## src/hw/refsw_cfg.svh

```systemverilog
// Purpose: Offsets, field positions, reset values and codes for the
//          reference switch and holdover controller.
// Assumes: 32-bit register words on a plain strobe port.
// Notes:   Definitions only.
`ifndef REFSW_CFG_SVH
`define REFSW_CFG_SVH

// ----------------------------------------
// Register offsets
// ----------------------------------------
`define OFF_CTRL        8'h00
`define OFF_DAC         8'h04
`define OFF_TRIP        8'h08
`define OFF_DIV         8'h0C
`define OFF_LOCK        8'h10
`define OFF_STATUS      8'h14

// ----------------------------------------
// Reset values
// ----------------------------------------
`define CTRL_RST        32'h0000_3800
`define DAC_RST         32'h0001_0200
`define TRIP_RST        32'h0000_0404
`define DIV_RST         32'h0001_0001
`define LOCK_RST        32'h0000_0804

// ----------------------------------------
// Field positions outside the control word
// ----------------------------------------
`define DAC_MAN_MSB     9
`define DAC_DIV_LSB     16
`define TRIP_LO_LSB     8
`define DIV_N_LSB       16
`define LOCK_HOLD_LSB   8
`define ST_HOLD_BIT     2
`define ST_LOCK1_BIT    3
`define ST_RAIL_BIT     4
`define ST_DAC_LSB      16

// ----------------------------------------
// Mode codes and limits
// ----------------------------------------
`define MODE_AUTO_PRIO  3'h4
`define MODE_AUTO_PIN   3'h6
`define HOLD_ENABLED    2'h2
`define DAC_MAX         10'h3FF
`define DIV_MAX         14'h3FFF

`endif

```

## src/hw/refsw_pkg.sv

```systemverilog
// Purpose: Types shared by the reference switch controller.
// Assumes: Constants come from refsw_cfg.svh.
// Notes:   Control word layout matches the control register bits.
package refsw_pkg;

	// ----------------------------------------
	// Control register layout, bit 0 first from the bottom
	// ----------------------------------------
	typedef struct packed {
		logic [11:0] spare;
		logic [2:0]  hold_pin_sel;
		logic [2:0]  lock_pin_sel;
		logic [2:0]  ref_input_enable;
		logic        dac_manual_on;
		logic        dac_track;
		logic        tune_rail_detect_on;
		logic        lock_loss_detect_off;
		logic        force_holdover;
		logic [1:0]  holdover_mode;
		logic        selector_invert;
		logic [2:0]  ref_select_mode;
	} ctrl_t;

	typedef enum logic [0:0] {
		ST_TRACKING = 1'b0,
		ST_HOLDOVER = 1'b1
	} hold_state_t;

	typedef struct packed {
		logic sel_zero;
		logic sel_one;
		logic ref_clk;
		logic fb_clk;
		logic tune_above;
		logic loop2_lock;
	} pins_t;

endpackage : refsw_pkg

```

## src/hw/ref_switch_holdover_ctrl.sv

```systemverilog
// Purpose: Active reference choice and holdover control for loop one.
// Assumes: Reference and feedback clocks are slow against sys_clk and
//          arrive as pins; the tune comparator says if the loop tuning
//          voltage sits above the tracked DAC level.
// Notes:   Summary of operation
// Summary of operation
// RQ1: Mode 6 picks input only on switch events
// RQ2: Pin zero wins, then pin one, else two
// RQ3: Invert bit flips both selector pins first
// RQ4: Entering mode 6 keeps current input
// RQ5: Host sets manual, waits lock, writes 6
// RQ6: Lock flag fall raises switch event
// RQ7: Tune rail crossing enters holdover
// RQ8: Event with holdover: hold, pick pin input
// RQ9: Lock flag must rise between events
// RQ10: Mode 4 steps to next enabled input
// RQ11: Priority zero, one, two; enabled only
// RQ12: Holdover tristates pump, DAC drives tune
// RQ13: Holdover by mode field or force bit
// RQ14: Fixed or tracked holdover DAC sub-modes
// RQ15: Track updates every divided compare period
// RQ16: Host keeps track updates at 100 kHz max
// RQ17: Enter on force or qualified lock loss
// RQ18: Enter on rail trip when fully enabled
// RQ19: Holdover drops lock one, shows status
// RQ20: Lock detector keeps running in holdover
// RQ21: Holdover DAC: manual or last tracked
// RQ22: Holdover status routable to status pins
// RQ23: Disabling holdover mode exits holdover
// RQ24: Auto exit when window lock qualifies
// RQ25: Count in-window compares, one miss unlocks
// RQ26: R and N dividers take 14-bit values
// RQ27: Selector pins and clocks synchronised first
`timescale 1ns/1ns
`include "refsw_cfg.svh"
module ref_switch_holdover_ctrl
	import refsw_pkg::*;
(
	// Clock and reset
	input  wire logic        sys_clk,
	input  wire logic        rst_n,
	// Register port
	input  wire logic [7:0]  reg_addr,
	input  wire logic [31:0] reg_wdata,
	input  wire logic        reg_wr,
	input  wire logic        reg_rd,
	output logic      [31:0] reg_rdata,
	// Asynchronous pins
	input  wire pins_t       pins,
	// Loop one outputs
	output logic      [1:0]  active_input,
	output logic             loop1_pump_hiz,
	output logic      [9:0]  dac_out,
	output logic             loop1_lock_flag,
	// Status pins
	output logic             lock_status_pin,
	output logic             holdover_status_pin
);
	// ----------------------------------------
	// Registers
	// ----------------------------------------
	ctrl_t       ctrl;
	logic [31:0] dac_reg;
	logic [31:0] trip_reg;
	logic [31:0] div_reg;
	logic [31:0] lock_reg;
	hold_state_t state;

	wire [9:0]  dac_manual_value = dac_reg[`DAC_MAN_MSB:0];
	wire [13:0] dac_clk_div      = dac_reg[`DAC_DIV_LSB +: 14];
	wire [5:0]  dac_upper_trip   = trip_reg[5:0];
	wire [5:0]  dac_lower_trip   = trip_reg[`TRIP_LO_LSB +: 6];
	wire [13:0] r_div            = div_reg[13:0];
	wire [13:0] n_div            = div_reg[`DIV_N_LSB +: 14];
	wire [7:0]  lock_window_size = lock_reg[7:0];
	wire [13:0] lock_hold_count  = lock_reg[`LOCK_HOLD_LSB +: 14];

	// ----------------------------------------
	// Pin synchronisation and edges
	// ----------------------------------------
	pins_t pins_s;
	logic  ref_q;
	logic  fb_q;

	sync2 #(.W($bits(pins_t))) u_sync ( // see RQ27
		.sys_clk  (sys_clk),
		.rst_n    (rst_n),
		.async_in (pins),
		.sync_out (pins_s)
	);

	always_ff @(posedge sys_clk or negedge rst_n) begin
		if (!rst_n) begin
			ref_q <= 1'b0;
			fb_q  <= 1'b0;
		end else begin
			ref_q <= pins_s.ref_clk;
			fb_q  <= pins_s.fb_clk;
		end
	end

	wire ref_rise = pins_s.ref_clk && !ref_q;
	wire fb_rise  = pins_s.fb_clk && !fb_q;

	// ----------------------------------------
	// Reference, feedback and DAC clock dividers
	// ----------------------------------------
	logic r_tick;
	logic n_tick;
	logic dac_tick;
	logic switch_event;

	div_counter #(.W(14)) u_rdiv ( // see RQ26
		.sys_clk  (sys_clk),
		.rst_n    (rst_n),
		.restart  (switch_event),
		.pulse_in (ref_rise),
		.divisor  (r_div),
		.tick     (r_tick)
	);

	div_counter #(.W(14)) u_ndiv ( // see RQ26
		.sys_clk  (sys_clk),
		.rst_n    (rst_n),
		.restart  (switch_event),
		.pulse_in (fb_rise),
		.divisor  (n_div),
		.tick     (n_tick)
	);

	div_counter #(.W(14)) u_dacdiv ( // see RQ15
		.sys_clk  (sys_clk),
		.rst_n    (rst_n),
		.restart  (1'b0),
		.pulse_in (r_tick),
		.divisor  (dac_clk_div),
		.tick     (dac_tick)
	);

	// ----------------------------------------
	// Window lock detect
	// ----------------------------------------
	// Phase error is the sys_clk count from R tick to the next N tick;
	// an N tick with no R tick pending counts as outside the window.
	logic [7:0]  phase_cnt;
	logic        r_pending;
	logic [13:0] lock_cnt;
	logic        raw_lock;
	logic        enter_hold;

	wire cmp_valid  = n_tick;
	wire cmp_inside = r_pending && (phase_cnt < lock_window_size);
	wire lock_reach = (lock_cnt + 14'h0001 >= lock_hold_count);

	always_ff @(posedge sys_clk or negedge rst_n) begin
		if (!rst_n) begin
			phase_cnt <= '0;
			r_pending <= 1'b0;
		end else if (r_tick) begin
			phase_cnt <= '0;
			r_pending <= 1'b1;
		end else if (n_tick) begin
			r_pending <= 1'b0;
		end else if (r_pending && phase_cnt != 8'hFF) begin
			phase_cnt <= phase_cnt + 8'h01;
		end
	end

	// Detector restarts on holdover entry so the exit needs a fresh lock
	always_ff @(posedge sys_clk or negedge rst_n) begin
		if (!rst_n) begin
			lock_cnt <= '0;
			raw_lock <= 1'b0;
		end else if (enter_hold) begin
			lock_cnt <= '0;
			raw_lock <= 1'b0;
		end else if (cmp_valid && !cmp_inside) begin // see RQ25
			lock_cnt <= '0;
			raw_lock <= 1'b0;
		end else if (cmp_valid && !raw_lock) begin // see RQ20
			lock_cnt <= lock_cnt + 14'h0001;
			raw_lock <= lock_reach;
		end
	end

	// ----------------------------------------
	// Tracked DAC and rail detect
	// ----------------------------------------
	logic [9:0] track_val;

	wire [9:0] upper_lvl = `DAC_MAX - {dac_upper_trip, 4'h0};
	wire [9:0] lower_lvl = {dac_lower_trip, 4'h0};
	wire       rail      = (track_val >= upper_lvl) || // see RQ7
	                       (track_val <= lower_lvl);
	wire       holding   = (state == ST_HOLDOVER);

	// Frozen in holdover: the open loop voltage is no longer valid
	always_ff @(posedge sys_clk or negedge rst_n) begin
		if (!rst_n)
			track_val <= 10'h200;
		else if (ctrl.dac_track && !holding && dac_tick) begin // see RQ15
			if (pins_s.tune_above && track_val != `DAC_MAX)
				track_val <= track_val + 10'h001;
			else if (!pins_s.tune_above && track_val != 10'h000)
				track_val <= track_val - 10'h001;
		end
	end

	// ----------------------------------------
	// Switch events
	// ----------------------------------------
	logic flag_q;
	logic armed;

	wire mode_pin  = (ctrl.ref_select_mode == `MODE_AUTO_PIN);
	wire mode_prio = (ctrl.ref_select_mode == `MODE_AUTO_PRIO);
	wire hold_en   = (ctrl.holdover_mode == `HOLD_ENABLED);
	wire flag_fall = flag_q && !loop1_lock_flag;

	assign switch_event = flag_fall && armed && // see RQ6
	                      (mode_pin ||
	                       (mode_prio && !ctrl.lock_loss_detect_off));

	always_ff @(posedge sys_clk or negedge rst_n) begin
		if (!rst_n) begin
			flag_q <= 1'b0;
			armed  <= 1'b0;
		end else begin
			flag_q <= loop1_lock_flag;
			if (loop1_lock_flag)
				armed <= 1'b1; // see RQ9
			else if (switch_event)
				armed <= 1'b0;
		end
	end

	// ----------------------------------------
	// Active input choice
	// ----------------------------------------
	wire       sel0    = pins_s.sel_zero ^ ctrl.selector_invert; // see RQ3
	wire       sel1    = pins_s.sel_one ^ ctrl.selector_invert;
	wire [1:0] pin_sel = sel0 ? 2'h0 : (sel1 ? 2'h1 : 2'h2); // see RQ2

	function automatic logic [1:0] next_enabled(input logic [1:0] cur,
	                                            input logic [2:0] en);
		logic [1:0] pick;
		logic [1:0] cand;
		pick = cur;
		for (int i = 2; i >= 1; i--) begin
			cand = 2'((int'(cur) + i) % 3);
			if (en[cand])
				pick = cand;
		end
		return pick;
	endfunction : next_enabled

	wire [1:0] prio_next = next_enabled(active_input, // see RQ11
	                                    ctrl.ref_input_enable);

	always_ff @(posedge sys_clk or negedge rst_n) begin
		if (!rst_n)
			active_input <= 2'h0;
		else if (ctrl.ref_select_mode <= 3'h2)
			active_input <= ctrl.ref_select_mode[1:0];
		else if (switch_event && mode_pin) // see RQ4
			active_input <= pin_sel; // see RQ1 RQ8
		else if (switch_event && mode_prio)
			active_input <= prio_next; // see RQ10
	end

	// ----------------------------------------
	// Holdover state machine
	// ----------------------------------------
	wire rail_trip  = rail && ctrl.tune_rail_detect_on && hold_en &&
	                  ctrl.dac_track && ctrl.dac_manual_on; // see RQ18
	wire lock_lost  = flag_fall && !ctrl.lock_loss_detect_off;
	assign enter_hold = !holding && (ctrl.force_holdover || // see RQ13
	                    (hold_en && (lock_lost || rail_trip))); // see RQ17
	wire leave_hold = holding && !ctrl.force_holdover &&
	                  (!hold_en || raw_lock); // see RQ23 RQ24
	hold_state_t next_state;

	always_comb begin
		next_state = state;
		case (state)
			ST_TRACKING: if (enter_hold) next_state = ST_HOLDOVER;
			ST_HOLDOVER: if (leave_hold) next_state = ST_TRACKING;
			default:     next_state = ST_TRACKING;
		endcase
	end

	always_ff @(posedge sys_clk or negedge rst_n) begin
		if (!rst_n)
			state <= ST_TRACKING;
		else
			state <= next_state;
	end

	// ----------------------------------------
	// Loop outputs and status pins
	// ----------------------------------------
	wire [9:0] next_dac = (holding && ctrl.dac_manual_on) ? // see RQ21
	                      dac_manual_value : track_val; // see RQ14
	wire       hold_dac = holding || ctrl.dac_manual_on;

	function automatic logic pin_mux(input logic [2:0] sel,
	                                 input logic [5:0] src);
		return (sel <= 3'h5) ? src[sel] : 1'b0;
	endfunction : pin_mux

	// Sources: low, lock one, lock two, both, holdover, rail
	wire [5:0] st_src = {rail, holding,
	                     loop1_lock_flag && pins_s.loop2_lock,
	                     pins_s.loop2_lock, loop1_lock_flag, 1'b0};

	always_ff @(posedge sys_clk or negedge rst_n) begin
		if (!rst_n) begin
			loop1_pump_hiz      <= 1'b0;
			dac_out             <= 10'h200;
			loop1_lock_flag     <= 1'b0;
			lock_status_pin     <= 1'b0;
			holdover_status_pin <= 1'b0;
		end else begin
			loop1_pump_hiz      <= (next_state == ST_HOLDOVER); // see RQ12
			dac_out             <= hold_dac ? next_dac : track_val;
			loop1_lock_flag     <= raw_lock && (next_state != ST_HOLDOVER); // see RQ19
			lock_status_pin     <= pin_mux(ctrl.lock_pin_sel, st_src); // see RQ22
			holdover_status_pin <= pin_mux(ctrl.hold_pin_sel, st_src);
		end
	end

	// ----------------------------------------
	// Register port
	// ----------------------------------------
	wire sel_ctrl = (reg_addr == `OFF_CTRL);
	wire sel_dac  = (reg_addr == `OFF_DAC);
	wire sel_trip = (reg_addr == `OFF_TRIP);
	wire sel_div  = (reg_addr == `OFF_DIV);
	wire sel_lock = (reg_addr == `OFF_LOCK);
	wire sel_stat = (reg_addr == `OFF_STATUS);

	wire [31:0] status_word = {6'h00, track_val, 11'h000, rail,
	                           loop1_lock_flag, holding, active_input};
	wire [31:0] rd_mux = sel_ctrl ? ctrl :
	                     sel_dac  ? dac_reg :
	                     sel_trip ? trip_reg :
	                     sel_div  ? div_reg :
	                     sel_lock ? lock_reg :
	                     sel_stat ? status_word : 32'h0000_0000;

	always_ff @(posedge sys_clk or negedge rst_n) begin
		if (!rst_n) begin
			ctrl      <= `CTRL_RST;
			dac_reg   <= `DAC_RST;
			trip_reg  <= `TRIP_RST;
			div_reg   <= `DIV_RST;
			lock_reg  <= `LOCK_RST;
			reg_rdata <= 32'h0000_0000;
		end else begin
			reg_rdata <= reg_rd ? rd_mux : 32'h0000_0000;
			if (reg_wr && sel_ctrl)
				ctrl <= {12'h000, reg_wdata[19:0]};
			if (reg_wr && sel_dac)
				dac_reg <= reg_wdata & 32'h3FFF_03FF;
			if (reg_wr && sel_trip)
				trip_reg <= reg_wdata & 32'h0000_3F3F;
			if (reg_wr && sel_div)
				div_reg <= reg_wdata & 32'h3FFF_3FFF;
			if (reg_wr && sel_lock)
				lock_reg <= reg_wdata & 32'h003F_FFFF;
		end
	end
endmodule : ref_switch_holdover_ctrl

```

## src/hw/sync2.sv

```systemverilog
// Purpose: Two-flop synchroniser for a group of asynchronous levels.
// Assumes: Each bit is an independent level.
// Notes:   Only the second stage leaves this module.
`timescale 1ns/1ns
module sync2 #(
	parameter int W = 1
) (
	// Clock and reset
	input  wire logic         sys_clk,
	input  wire logic         rst_n,
	// Levels
	input  wire logic [W-1:0] async_in,
	output logic      [W-1:0] sync_out
);
	logic [W-1:0] meta;

	always_ff @(posedge sys_clk or negedge rst_n) begin
		if (!rst_n) begin
			meta     <= '0;
			sync_out <= '0;
		end else begin
			meta     <= async_in;
			sync_out <= meta;
		end
	end
endmodule : sync2

```

## src/hw/div_counter.sv

```systemverilog
// Purpose: Pulse divider: one tick every divisor input pulses.
// Assumes: Divisor of zero behaves as one.
// Notes:   A divisor change takes effect on the next input pulse.
`timescale 1ns/1ns
module div_counter #(
	parameter int W = 14
) (
	// Clock and reset
	input  wire logic         sys_clk,
	input  wire logic         rst_n,
	// Control
	input  wire logic         restart,
	input  wire logic         pulse_in,
	input  wire logic [W-1:0] divisor,
	// Result
	output logic              tick
);
	logic [W-1:0] count;
	logic [W-1:0] next_count;
	wire          wrap = (count + W'(1) >= divisor);

	assign next_count = wrap ? '0 : count + W'(1);

	always_ff @(posedge sys_clk or negedge rst_n) begin
		if (!rst_n) begin
			count <= '0;
			tick  <= 1'b0;
		end else if (restart) begin
			count <= '0;
			tick  <= 1'b0;
		end else begin
			tick <= pulse_in && wrap;
			if (pulse_in)
				count <= next_count;
		end
	end
endmodule : div_counter

```

## config.mk

```make
export PLATFORM = sky130hd
export DESIGN_NAME = ref_switch_holdover_ctrl
export DESIGN_NICKNAME = d
export VERILOG_FILES = /design/src/hw/refsw_pkg.sv /design/src/hw/ref_switch_holdover_ctrl.sv /design/src/hw/sync2.sv /design/src/hw/div_counter.sv
export VERILOG_INCLUDE_DIRS = /design/src /design/src/hw
export SDC_FILE = /design/constraint.sdc
export NUM_CORES = 1
export LEC_CHECK = 0
export BUFFER_PORTS_ARGS = -buffer_cell sky130_fd_sc_hd__buf_2
export CELL_PAD_IN_SITES_DETAIL_PLACEMENT = 1
export CELL_PAD_IN_SITES_GLOBAL_PLACEMENT = 1
export CORE_MARGIN = 2
export CORE_UTILIZATION = 48
export DETAILED_ROUTE_END_ITERATION = 10
export HOLD_SLACK_MARGIN = 0.02
export PLACE_DENSITY_LB_ADDON = 0.1
export RECOVER_POWER = 25
export SYNTH_ARGS = -nofsm -noshare
export SYNTH_HDL_FRONTEND = slang
export SYNTH_SLANG_ARGS = --single-unit
```

## constraint.sdc

```tcl
create_clock -name sys_clk -period 4.1 [get_ports sys_clk]
set_input_delay 0.205 -clock sys_clk [delete_from_list [all_inputs] [get_ports sys_clk]]
set_output_delay 0.205 -clock sys_clk [all_outputs]
set_load 0.1 [all_outputs]
```

Word-level counts from Yosys, hierarchy flattened
Cells that the tools add are included.

Flip-flop bits (word level): 247. Output and inout port bits: 48. Bits of input ports: 50. Logic and storage cells: 199.

Order comparisons: 14. Muxes and demuxes: 53. Equal/unequal tests: 11. Bitwise gates (word level): 4. Add/sub/neg operators: 10. Reduce and logical (&&, ||, !) cells: 66. Divide/modulo/power cells: 2.

Operators with widths (count): two-way mux 30 bit (5); two-way mux 14 bit (10); remainder unit 32 x 3 -> 32 bit (second input constant) (2); adder 14 x 1 -> 14 bit (second input constant) (4); >= comparator 14 bit (4); two-way mux 26 bit (2); two-way mux 10 bit (4); logical AND 1 bit (36); two-way mux 8 bit (3); two-way mux 1 bit (17); equality test 8 x 4 -> 1 bit (second input constant) (2); equality test 8 x 5 -> 1 bit (second input constant) (2); two-way mux 2 bit (7); nonzero test 2 bit (6); adder 10 x 1 -> 10 bit (second input constant) (1); >= comparator 10 bit (1); <= comparator 10 bit (1); zero test 1 bit (10); inequality test 10 bit (second input constant) (1); nonzero test 10 bit (1); subtractor 10 x 1 -> 10 bit (second input constant) (1); subtractor 10 bit (first input constant) (1); adder 8 x 1 -> 8 bit (second input constant) (1); equality test 8 x 3 -> 1 bit (second input constant) (1); other kinds (21) (37).

Depth between registers and ports, before layout
Gate-level depths: netlist of run 1.

Word-level depth: 15. Gate-level depth with buffers: 13. Mapped depth without buffers: 12.

Hierarchy
Synthesis of run 1 repeated with hierarchy kept, for this count alone.

Cell total of the unflattened synthesis: 1319. Area total of the unflattened synthesis: 13988.4 sq um.

By module, submodules not included: ref_switch_holdover_ctrl (seq. area each 4770.8 sq um, times used 1, cells each 845, area an instance 9709.3 sq um); div_counter (seq. area each 375.4 sq um, times used 3, cells each 154, area an instance 1326.3 sq um); sync2 (seq. area each 300.3 sq um, times used 1, cells each 12, area an instance 300.3 sq um).

Least setup slack after synthesis of run 1
Ideal clock, no wire load.

Path type: reg-to-reg. From: reg u_dacdiv.count[0]. To: reg u_dacdiv.count[12]. Buffers on the path: 2. Data required time: 3.990 ns. Setup time: 0.110 ns. Setup slack: 0.883 ns. Clock period less this slack: 3.217 ns. Stages on the path, launching flop included: 13. Arrival: 3.106 ns. Cell sequence: dfrtp_1 > ha_1 > nand3_1 > nor4_1 > nand3_1 > xnor2_1 > ha_1 > a21o_1 > a21oi_1 > clkbuf_1 > o21ai_1 > clkbuf_1 > o41ai_1.

Cells in the longest elaborated chain, start to end: 3.

Ends and longest elaborated chain: start: declaration (line div_counter.sv:18) `logic [W-1:0] count;`; start signal: assignment (line div_counter.sv:34) `count <= next_count;`; adder 14 x 1 -> 14 bit * (line div_counter.sv:20, div_counter.sv:22); >= comparator 14 bit (line div_counter.sv:20) `wire wrap = (count + W'(1) >= divisor);`; two-way mux 14 bit * (line div_counter.sv:22) `assign next_count = wrap ? '0 : count + W'(1);`.

Every way passes the cells marked *; elsewhere a longest branch is shown, timed or not. A chain may end at the register's enable or synchronous reset.

Worst setup path after layout of run 1
From: reg u_rdiv.count[2]. To: reg u_rdiv.count[0].

Cells in the longest elaborated chain, start to end: 5.

Ends and longest elaborated chain: start: declaration (line div_counter.sv:18); start signal: assignment (line div_counter.sv:34); adder 14 x 1 -> 14 bit (line div_counter.sv:20); >= comparator 14 bit (line div_counter.sv:20); two-way mux 14 bit (line div_counter.sv:22); two-way mux 14 bit (line div_counter.sv:33) `if (pulse_in)`; two-way mux 14 bit (line div_counter.sv:28) `end else if (restart) begin`.

No other way between the ends. The select of a mux whose other input is x is not followed.

==> flow_summary.toml, run 1 <==
[run_status]
status = "finished with violations"
violations = "capacitance limit, slew limit"

[detailed_routing]
drc = 0
antenna_left = 0
vias_per_cell = 5.89
drt_iter0_drc = 583
drt_pass1_iterations = 5
num_vias = 11000
drt_wl_total_mm = 40.8
post_drt_wl_per_cell_um = 21.9

[finish]
multiInputGateArea_mm2 = 0.00701
drive_gt1_share_pct = 20.3
n_fill_cell = 3077
antenna_cells = 0
largest_register_ffs = 30
syn2layout_area_growth_pct = 16.5
num-nets-final = 1602
final_core_util_pct = 57.1
seq_area_mm2 = 0.00620
final_cell_mix = "234 x dfrtp_1, 113 x nand2_1, 102 x mux2_2"
layout_commonest_cell = "dfrtp_1"

[sta]
final_hold_viol_count = 0
rsz0062_at_grt = "no"
finalCritPeriodShare_pct = 84.8
fmax_mhz = 287
fin_crit_ps = 3480
worst_slack_ps = 622
finalSetupTns_ps = 0
setup_violations = 0
whs_ps = 43.6
slew_violations = 125
tightest_slew_ps = 3170
clock_skew_ps = 11.9
relSlewSlack_pct = -111

[power]
irDropWorstVdd_mv = 0.374
pwr_density_cell_mw_per_mm2 = 449
p_leak_nw = 7.73

[clock_network]
cts_tree = "yes"
cts_resized = 0
cts_made_buffers = 29
cts_root_buf = "clkbuf_16"
htreeDepth = 1
insertion_delay_ps = 550
numClockSinks = 247
clk_pin_slew_ps = 70
cts.path.max_buffers = 3

[worst_setup_path]
start_kind = "flop"
path_class = "reg -> reg"
end_kind = "flop"
path_max_fanout = 14
reg2reg_from = "u_rdiv.count[2]"
arrival_ps = 3970
cp_data_required_time_ps = 4590
critPathLaunch = "u_rdiv.count[2]"

[place]
place_ws_ps = 613
port_buffers = 93
hpwl_mm = 28.5
gp_congestion = 0.869

[die]
die_w_um = 173
dieHeight_um = 173
coreArea_mm2 = 0.0280
ioPinCount = 98
die_area_mm2 = 0.0300
start_util_pct = 49.0
num_rows = 61

[logic_synthesis]
synth_edf_count = 0
synth-seq-cells = 247
synthCells = 1328
synth.distinct_cells = 70
syn_avg_cell_area_um2 = 10.3
ys_seq_area_share_pct = 45.1
async_flop_share_pct = 100
syn_area_mm2 = 0.0137
synthFlopType = "dfrtp_1"
synth.yosys.warnings = 0

[grt]
grt_overflow = 0
antenna_found_initial = 0
grtUsageTotal_pct = 27.6
grt_pass1_wl_mm = 65.8
first_global_vias = 11600
grt_max_degree = 126

[hold_path]
worst_hold_startpoint = "reg_wdata[0]"
hp-class = "in -> reg"

[flow_run]
cap_violations = 1
## power breakdown
group	leakage [nW]	internal [W]	switching, W	total, W
Clock	0.495	0.00165	0.00106	0.00272
Sequential	3.33	0.00262	0.000250	0.00287
Combinational	3.91	0.000582	0.00103	0.00161
Total	7.73	0.00485	0.00234	0.00719
## synth_stat cells, drive strengths merged (14+ instances only)
library cell	n	share of area, %
mux2	122	10
a22oi	22	1.2
nand4	19	0.87
a31oi	14	0.64
nor3	26	0.98
ha	90	8.2
xor2	29	1.8
nand3	44	1.6
buf	17	0.65
nand2	114	3.1
dfrtp	234	43
inv	89	2.4
nor2b	25	1.1
xnor2	40	2.6
nor2	69	1.9
o21ai	60	2.2
and2	16	0.73
a21oi	37	1.3
clkbuf	32	0.87
and3	34	1.5
## worst max-delay path: stages (launching register included)
cell and delay (ps):
dfrtp_1 440, nand3_1 200, nor3_1 540, nand3_1 230, xnor2_1 220, ha_1 250
and3_1 200, a221o_1 320, a31o_2 210, a31oi_1 150, buf_4 220, and2_1 240
mux2_2 180
## final cells by class
| cell class | count | area share, % |
|---|---|---|
| Sequential cell | 247 | 38.7 |
| Inverter | 89 | 2.09 |
| Multi-Input combinational cell | 944 | 43.8 |
| Clock buffer | 40 | 5.17 |
| Clock inverter | 13 | 1.07 |
| Tap cell | 378 | 2.96 |
| Timing Repair Buffer | 150 | 6.20 |
## kinds of logic after synthesis
family | synth area share (%)
mux | 11.4
fa+ha+maj | 8.34
other cells | 0.0273
xor+xnor | 4.40
simple gates | 14.8
compound gates | 12.0
buf+inv | 3.95
flops | 45.1
## metrics by stage
step / cell area [µm²] / power (W) / std cells
floorplan: 13700 / 0.00390 / 1329
global placement: 14700 / 0.00442 / 1773
detailed placement: 14700 / 0.00447 / 1773
CTS: 16000 / 0.00724 / 1861
global route: 16000 / 0.00751 / 1861
finish: 16000 / 0.00719 / 1861
## routing by layer
metal  routed length (µm)  global-route usage [%]  up-vias
met3                 2100                    4.60       84
li1                     -                       -     5039
met1                18300                    37.4     5568
met4                 1240                    7.49        0
met2                19200                    46.1      264
met5                    0                       0        -
## final timing paths
check                                endpoint  slack [ps]  cells after the start
max in group asynchronous          div_reg[0]         980                      3
setup / recovery              u_rdiv.count[0]         620                     12
setup reg to reg              u_rdiv.count[0]         620                     12
min in group asynchronous         lock_cnt[3]        1260                      2
hold reg to reg            u_sync.sync_out[4]         350                      0
hold / removal                     dac_reg[0]          40                      2
## timing repair
item,4_1_cts,5_1_grt
hold buffers,35,0
setup buffers,0,0
hold endpoints to repair,216,0
Note: power is estimated with default switching activity, not from simulation.
==> run 2, diff against run 1 <==
--- a/config.mk
+++ b/config.mk
@@ -10,7 +10,7 @@
 export CELL_PAD_IN_SITES_DETAIL_PLACEMENT = 1
 export CELL_PAD_IN_SITES_GLOBAL_PLACEMENT = 1
 export CORE_MARGIN = 2
-export CORE_UTILIZATION = 48
+export CORE_UTILIZATION = 44
 export DETAILED_ROUTE_END_ITERATION = 10
 export HOLD_SLACK_MARGIN = 0.02
 export PLACE_DENSITY_LB_ADDON = 0.1
==> constraint.sdc (replaced) <==
create_clock -name sys_clk -period 2.96 [get_ports sys_clk]
set_input_delay 0.148 -clock sys_clk [delete_from_list [all_inputs] [get_ports sys_clk]]
set_output_delay 0.148 -clock sys_clk [all_outputs]
set_load 0.1 [all_outputs]
==> flow_summary.toml, run 2 (synthesis results as in run 1) <==
[worst_setup_path]
path_max_fanout = 12
path_cells = "nand3_2, or2_2, and2_1, or2_2, ha_1, nand4_1, nor2_1, a31o_2, a31oi_4, buf_12, nand2_1, o22ai_1"
path_buf_inv = 1
start_kind = "flop"
slowest_stage = "dfrtp_1"
path_class = "reg -> reg"
slowest_delay_ps = 420
crit_top_cell = "or2_2"
arrival_ps = 3390
cp_data_required_time_ps = 3430
end_kind = "flop"
crit_family = "simple AND/OR/NAND/NOR gates"

[grt]
antenna_found_initial = 0
grt_max_degree = 70
first_global_vias = 11900
grtUsageTotal_pct = 25.7
grt_pass1_wl_mm = 67.0
grt_overflow = 0

[sta]
tightest_slew_ps = 1790
whs_ps = 83.7
fin_crit_ps = 2920
clock_skew_ps = 17.7
fmax_mhz = 343
rsz0062_at_grt = "yes"
relSlewSlack_pct = -19.1
finalSetupTns_ps = 0
final_hold_viol_count = 0
setup_violations = 0
slew_violations = 69
finalCritPeriodShare_pct = 98.5

[flow_run]
cap_violations = 1

[die]
num_rows = 64
coreArea_mm2 = 0.0307
start_util_pct = 44.8
ioPinCount = 98
die_area_mm2 = 0.0327
dieHeight_um = 181
die_w_um = 181

[detailed_routing]
vias_per_cell = 5.70
drt_pass1_iterations = 5
drc = 0
num_vias = 11200
antenna_left = 0
post_drt_wl_per_cell_um = 21.5
drt_iter0_drc = 592
drt_wl_total_mm = 42.3

[finish]
largest_register_ffs = 30
final_core_util_pct = 55.3
syn2layout_area_growth_pct = 23.5
num-nets-final = 1689
final_cell_mix = "232 x dfrtp_1, 112 x nand2_1, 101 x mux2_2"
antenna_cells = 0
drive_gt1_share_pct = 27.2
layout_commonest_cell = "dfrtp_1"

[clock_network]
htreeDepth = 1
cts_made_buffers = 30
numClockSinks = 247
cts_root_buf = "clkbuf_16"
cts_tree = "yes"
clk_pin_slew_ps = 60
insertion_delay_ps = 560
cts.path.max_buffers = 3

[place]
gp_congestion = 0.864
hpwl_mm = 30.4
port_buffers = 93

[run_status]
status = "finished with violations"
violations = "capacitance limit, slew limit"

[power]
irDropWorstVdd_mv = 0.504
pwr_density_cell_mw_per_mm2 = 610
p_leak_nw = 8.29

[hold_path]
hp-class = "in -> reg"
run 2: where the power goes:
group,total (W),switching (W),internal (W)
Clock,0.00370,0.00149,0.00220
Combinational,0.00277,0.00165,0.00112
Sequential,0.00388,0.000257,0.00362
Total,0.0104,0.00340,0.00695
run 2: cell type report:
type / instances / area [µm²]
multi-input cells: 944 / 7280
well taps: 396 / 495
inverters: 89 / 334
fillers: 3355 / 13700
clock inverters: 12 / 135
clock buffers: 44 / 835
flip-flops and latches: 247 / 6200
repair buffers: 236 / 1680
run 2: timing repair:
action | in CTS | in global routing
setup buffers | 5 | 8
resized for setup | 11 | 42
endpoints found under the setup margin | 15 | 46
pin swaps | 2 | 24
hold buffers | 37 | 0
endpoints found under the hold margin | 212 | 0
run 2: through the flow:
stage / total power, W / std cells / worst slack (ps) / cell area [µm²]
2_1_floorplan: 0.00542 / 1329 / 2.16 / 13800
3_3_place_gp: 0.00644 / 1862 / 6.76 / 15300
6_report: 0.0104 / 1968 / 43.3 / 17000
5_1_grt: 0.0108 / 1968 / -109 / 17000
3_5_place_dp: 0.00652 / 1862 / -140 / 15300
4_1_cts: 0.0103 / 1960 / 7.09 / 16700
run 2: path summary, 6_finish.rpt:
check                      cells past startpoint       startpoint                 end  slack (ps)
max                                           12  u_ndiv.count[2]     u_ndiv.count[2]          40
min                                            3           reg_rd        reg_rdata[1]          80
max reg2reg                                   12  u_ndiv.count[2]     u_ndiv.count[2]          40
min reg2reg                                    0   u_sync.meta[3]  u_sync.sync_out[3]         350
max in group asynchronous                      3            rst_n     u_ndiv.count[5]         580
min in group asynchronous                      2            rst_n         lock_cnt[3]         570
run 2: worst min-delay path, delay by kind of cell:
kind / cells / cell delay, ps
AO/OA/AOI/OAI: 1 / 40
buffers and inverters: 1 / 280
AND/OR/NAND/NOR: 1 / 130
run 2: routing by layer:
metal	share of wire, %	global-route usage [%]	vias up
li1	-	-	5208
met1	47	36.7	5754
met2	48	42.8	214
met3	3.8	2.98	40
met4	1.4	4.55	0
met5	0	0	-
==> run 3, diff against run 2 <==
--- a/config.mk
+++ b/config.mk
@@ -9,8 +9,7 @@
 export BUFFER_PORTS_ARGS = -buffer_cell sky130_fd_sc_hd__buf_2
 export CELL_PAD_IN_SITES_DETAIL_PLACEMENT = 1
 export CELL_PAD_IN_SITES_GLOBAL_PLACEMENT = 1
-export CORE_MARGIN = 2
-export CORE_UTILIZATION = 44
+export CORE_UTILIZATION = 52
 export DETAILED_ROUTE_END_ITERATION = 10
 export HOLD_SLACK_MARGIN = 0.02
 export PLACE_DENSITY_LB_ADDON = 0.1
==> constraint.sdc (replaced) <==
create_clock -name sys_clk -period 3.6 [get_ports sys_clk]
set_input_delay 0.18 -clock sys_clk [delete_from_list [all_inputs] [get_ports sys_clk]]
set_output_delay 0.18 -clock sys_clk [all_outputs]
set_load 0.1 [all_outputs]
==> flow_summary.toml, run 3 (synthesis results as in run 1) <==
[power]
pwr_density_cell_mw_per_mm2 = 510
combPwrFrac_pct = 24.5
pwr-share-seq_pct = 39.7
irDropWorstVdd_mv = 0.490
clkPwrFrac_pct = 35.8
p_leak_nw = 7.78
p_switching_w = 0.00266
switching_share_pct = 32.5
p_int_w = 0.00553

[detailed_routing]
post_drt_wl_per_cell_um = 23.4
num_vias = 11200
drt_wl_total_mm = 42.8
vias_per_cell = 6.12
drt_pass1_iterations = 4
drt_iter0_drc = 806
antenna_left = 0
drc = 0

[sta]
finalCritPeriodShare_pct = 95.2
fmax_mhz = 292
slew_violations = 79
fin_crit_ps = 3430
finalSetupTns_ps = 0
setup_violations = 0
final_hold_viol_count = 0
clock_skew_ps = 14.6
relSlewSlack_pct = -37.1
tightest_slew_ps = 2060
worst_slack_ps = 174
rsz0062_at_grt = "no"

[clock_network]
cts_tree = "yes"
cts.path.max_buffers = 3
htreeDepth = 1
cts_made_buffers = 27
clk_pin_slew_ps = 60
cts_root_buf = "clkbuf_16"
numClockSinks = 247
insertion_delay_ps = 540

[worst_setup_path]
rr_worst_depth = 13
path_max_fanout = 14
cp-endpoint = "u_rdiv.count[0]"
arrival_ps = 3900
cp_data_required_time_ps = 4070
rrSetupSlack_ps = 170
start_kind = "flop"
end_kind = "flop"
critPathLaunch = "u_rdiv.count[0]"
reg2reg_to = "u_rdiv.count[0]"
path_class = "reg -> reg"
reg2reg_from = "u_rdiv.count[0]"

[finish]
antenna_cells = 0
syn2layout_area_growth_pct = 16.8
num-nets-final = 1616
largest_register_ffs = 30
layout_commonest_cell = "dfrtp_1"
final_cell_mix = "233 x dfrtp_1, 113 x nand2_1, 102 x mux2_2"
drive_gt1_share_pct = 21.2

[run_status]
status = "finished with violations"
violations = "capacitance limit, slew limit"

[die]
die_area_mm2 = 0.0271
num_rows = 59
start_util_pct = 52.9
die_w_um = 165
ioPinCount = 98
coreArea_mm2 = 0.0260
dieHeight_um = 165

[place]
hpwl_mm = 28.7
gp_congestion = 0.859
place_ws_ps = 148
port_buffers = 93

[grt]
grtUsageTotal_pct = 32.0
grt_max_degree = 96
antenna_found_initial = 1
first_global_vias = 11600
grt_pass1_wl_mm = 66.3
grt_overflow = 0

[hold_path]
hp-class = "in -> reg"

[flow_run]
cap_violations = 1
-- run 3: stage by stage --
step	power [W]	utilization, %	hold slack (ps)	instances	instance area [µm²]
finish	0.00819	61.7	131	1828	16000
global route	0.00854	61.7	150	1828	16000
CTS	0.00811	61.7	105	1824	16000
detailed placement	0.00515	56.7	212	1740	14700
global placement	0.00507	56.7	203	1740	14700
floorplan	0.00444	-	-116	1329	13700
-- run 3: worst min path at each step --
| stage | from | end | slack [ps] | cells past startpoint |
|---|---|---|---|---|
| 5_1_grt | reg_addr[4] | reg_rdata[15] | 150 | 3 |
| 6_report | reg_addr[4] | reg_rdata[15] | 130 | 3 |
| 2_1_floorplan | rst_n | active_input[0] | -120 | 0 |
| 3_5_place_dp | rst_n | lock_cnt[3] | 210 | 1 |
| 4_1_cts | reg_addr[4] | reg_rdata[15] | 110 | 3 |
| 3_3_place_gp | rst_n | lock_cnt[3] | 200 | 1 |
-- run 3: power by group through the flow --
stage	sequential (W)	clock (W)	combinational (W)
final	0.00325	0.00293	0.00201
after floorplan	0.00337	0	0.00107
after detailed placement	0.00328	0	0.00186
after global routing	0.00328	0.00307	0.00220
after global placement	0.00327	0	0.00180
after CTS	0.00324	0.00296	0.00192
-- run 3: final cells by class --
type | count | area, µm²
clock inverter | 9 | 151
timing repair buffer | 166 | 1140
inverter | 89 | 334
clock buffer | 38 | 777
sequential | 247 | 6200
multi-input combinational | 944 | 7020
tap | 335 | 419
fill | 2832 | 9940
-- run 3: layer usage --
metal  up-vias  share of wire [%]  GRT usage, %
li1       5057                  -             -
met1      5744                 44          43.7
met2       307                 48          53.3
met3        86                4.4          3.89
met4         2                2.9          9.63
met5         -              0.030             0
-- run 3: what timing repair did --
action,in CTS,in global routing
endpoints found under the setup margin,0,24
hold buffers,37,0
buffers inserted,0,4
resized for setup,0,6
hold endpoints to repair,176,0
-- run 3: worst max-delay path, stage by stage, from the launching register on --
cell,delay [ps]
dfrtp_1,410
ha_2,250
nand3_1,180
nor2_2,230
nand3_1,160
xnor2_1,240
ha_1,280
a21o_1,190
a221o_1,360
a31o_2,220
a31oi_1,270
buf_12,180
and2_1,210
mux2_2,170
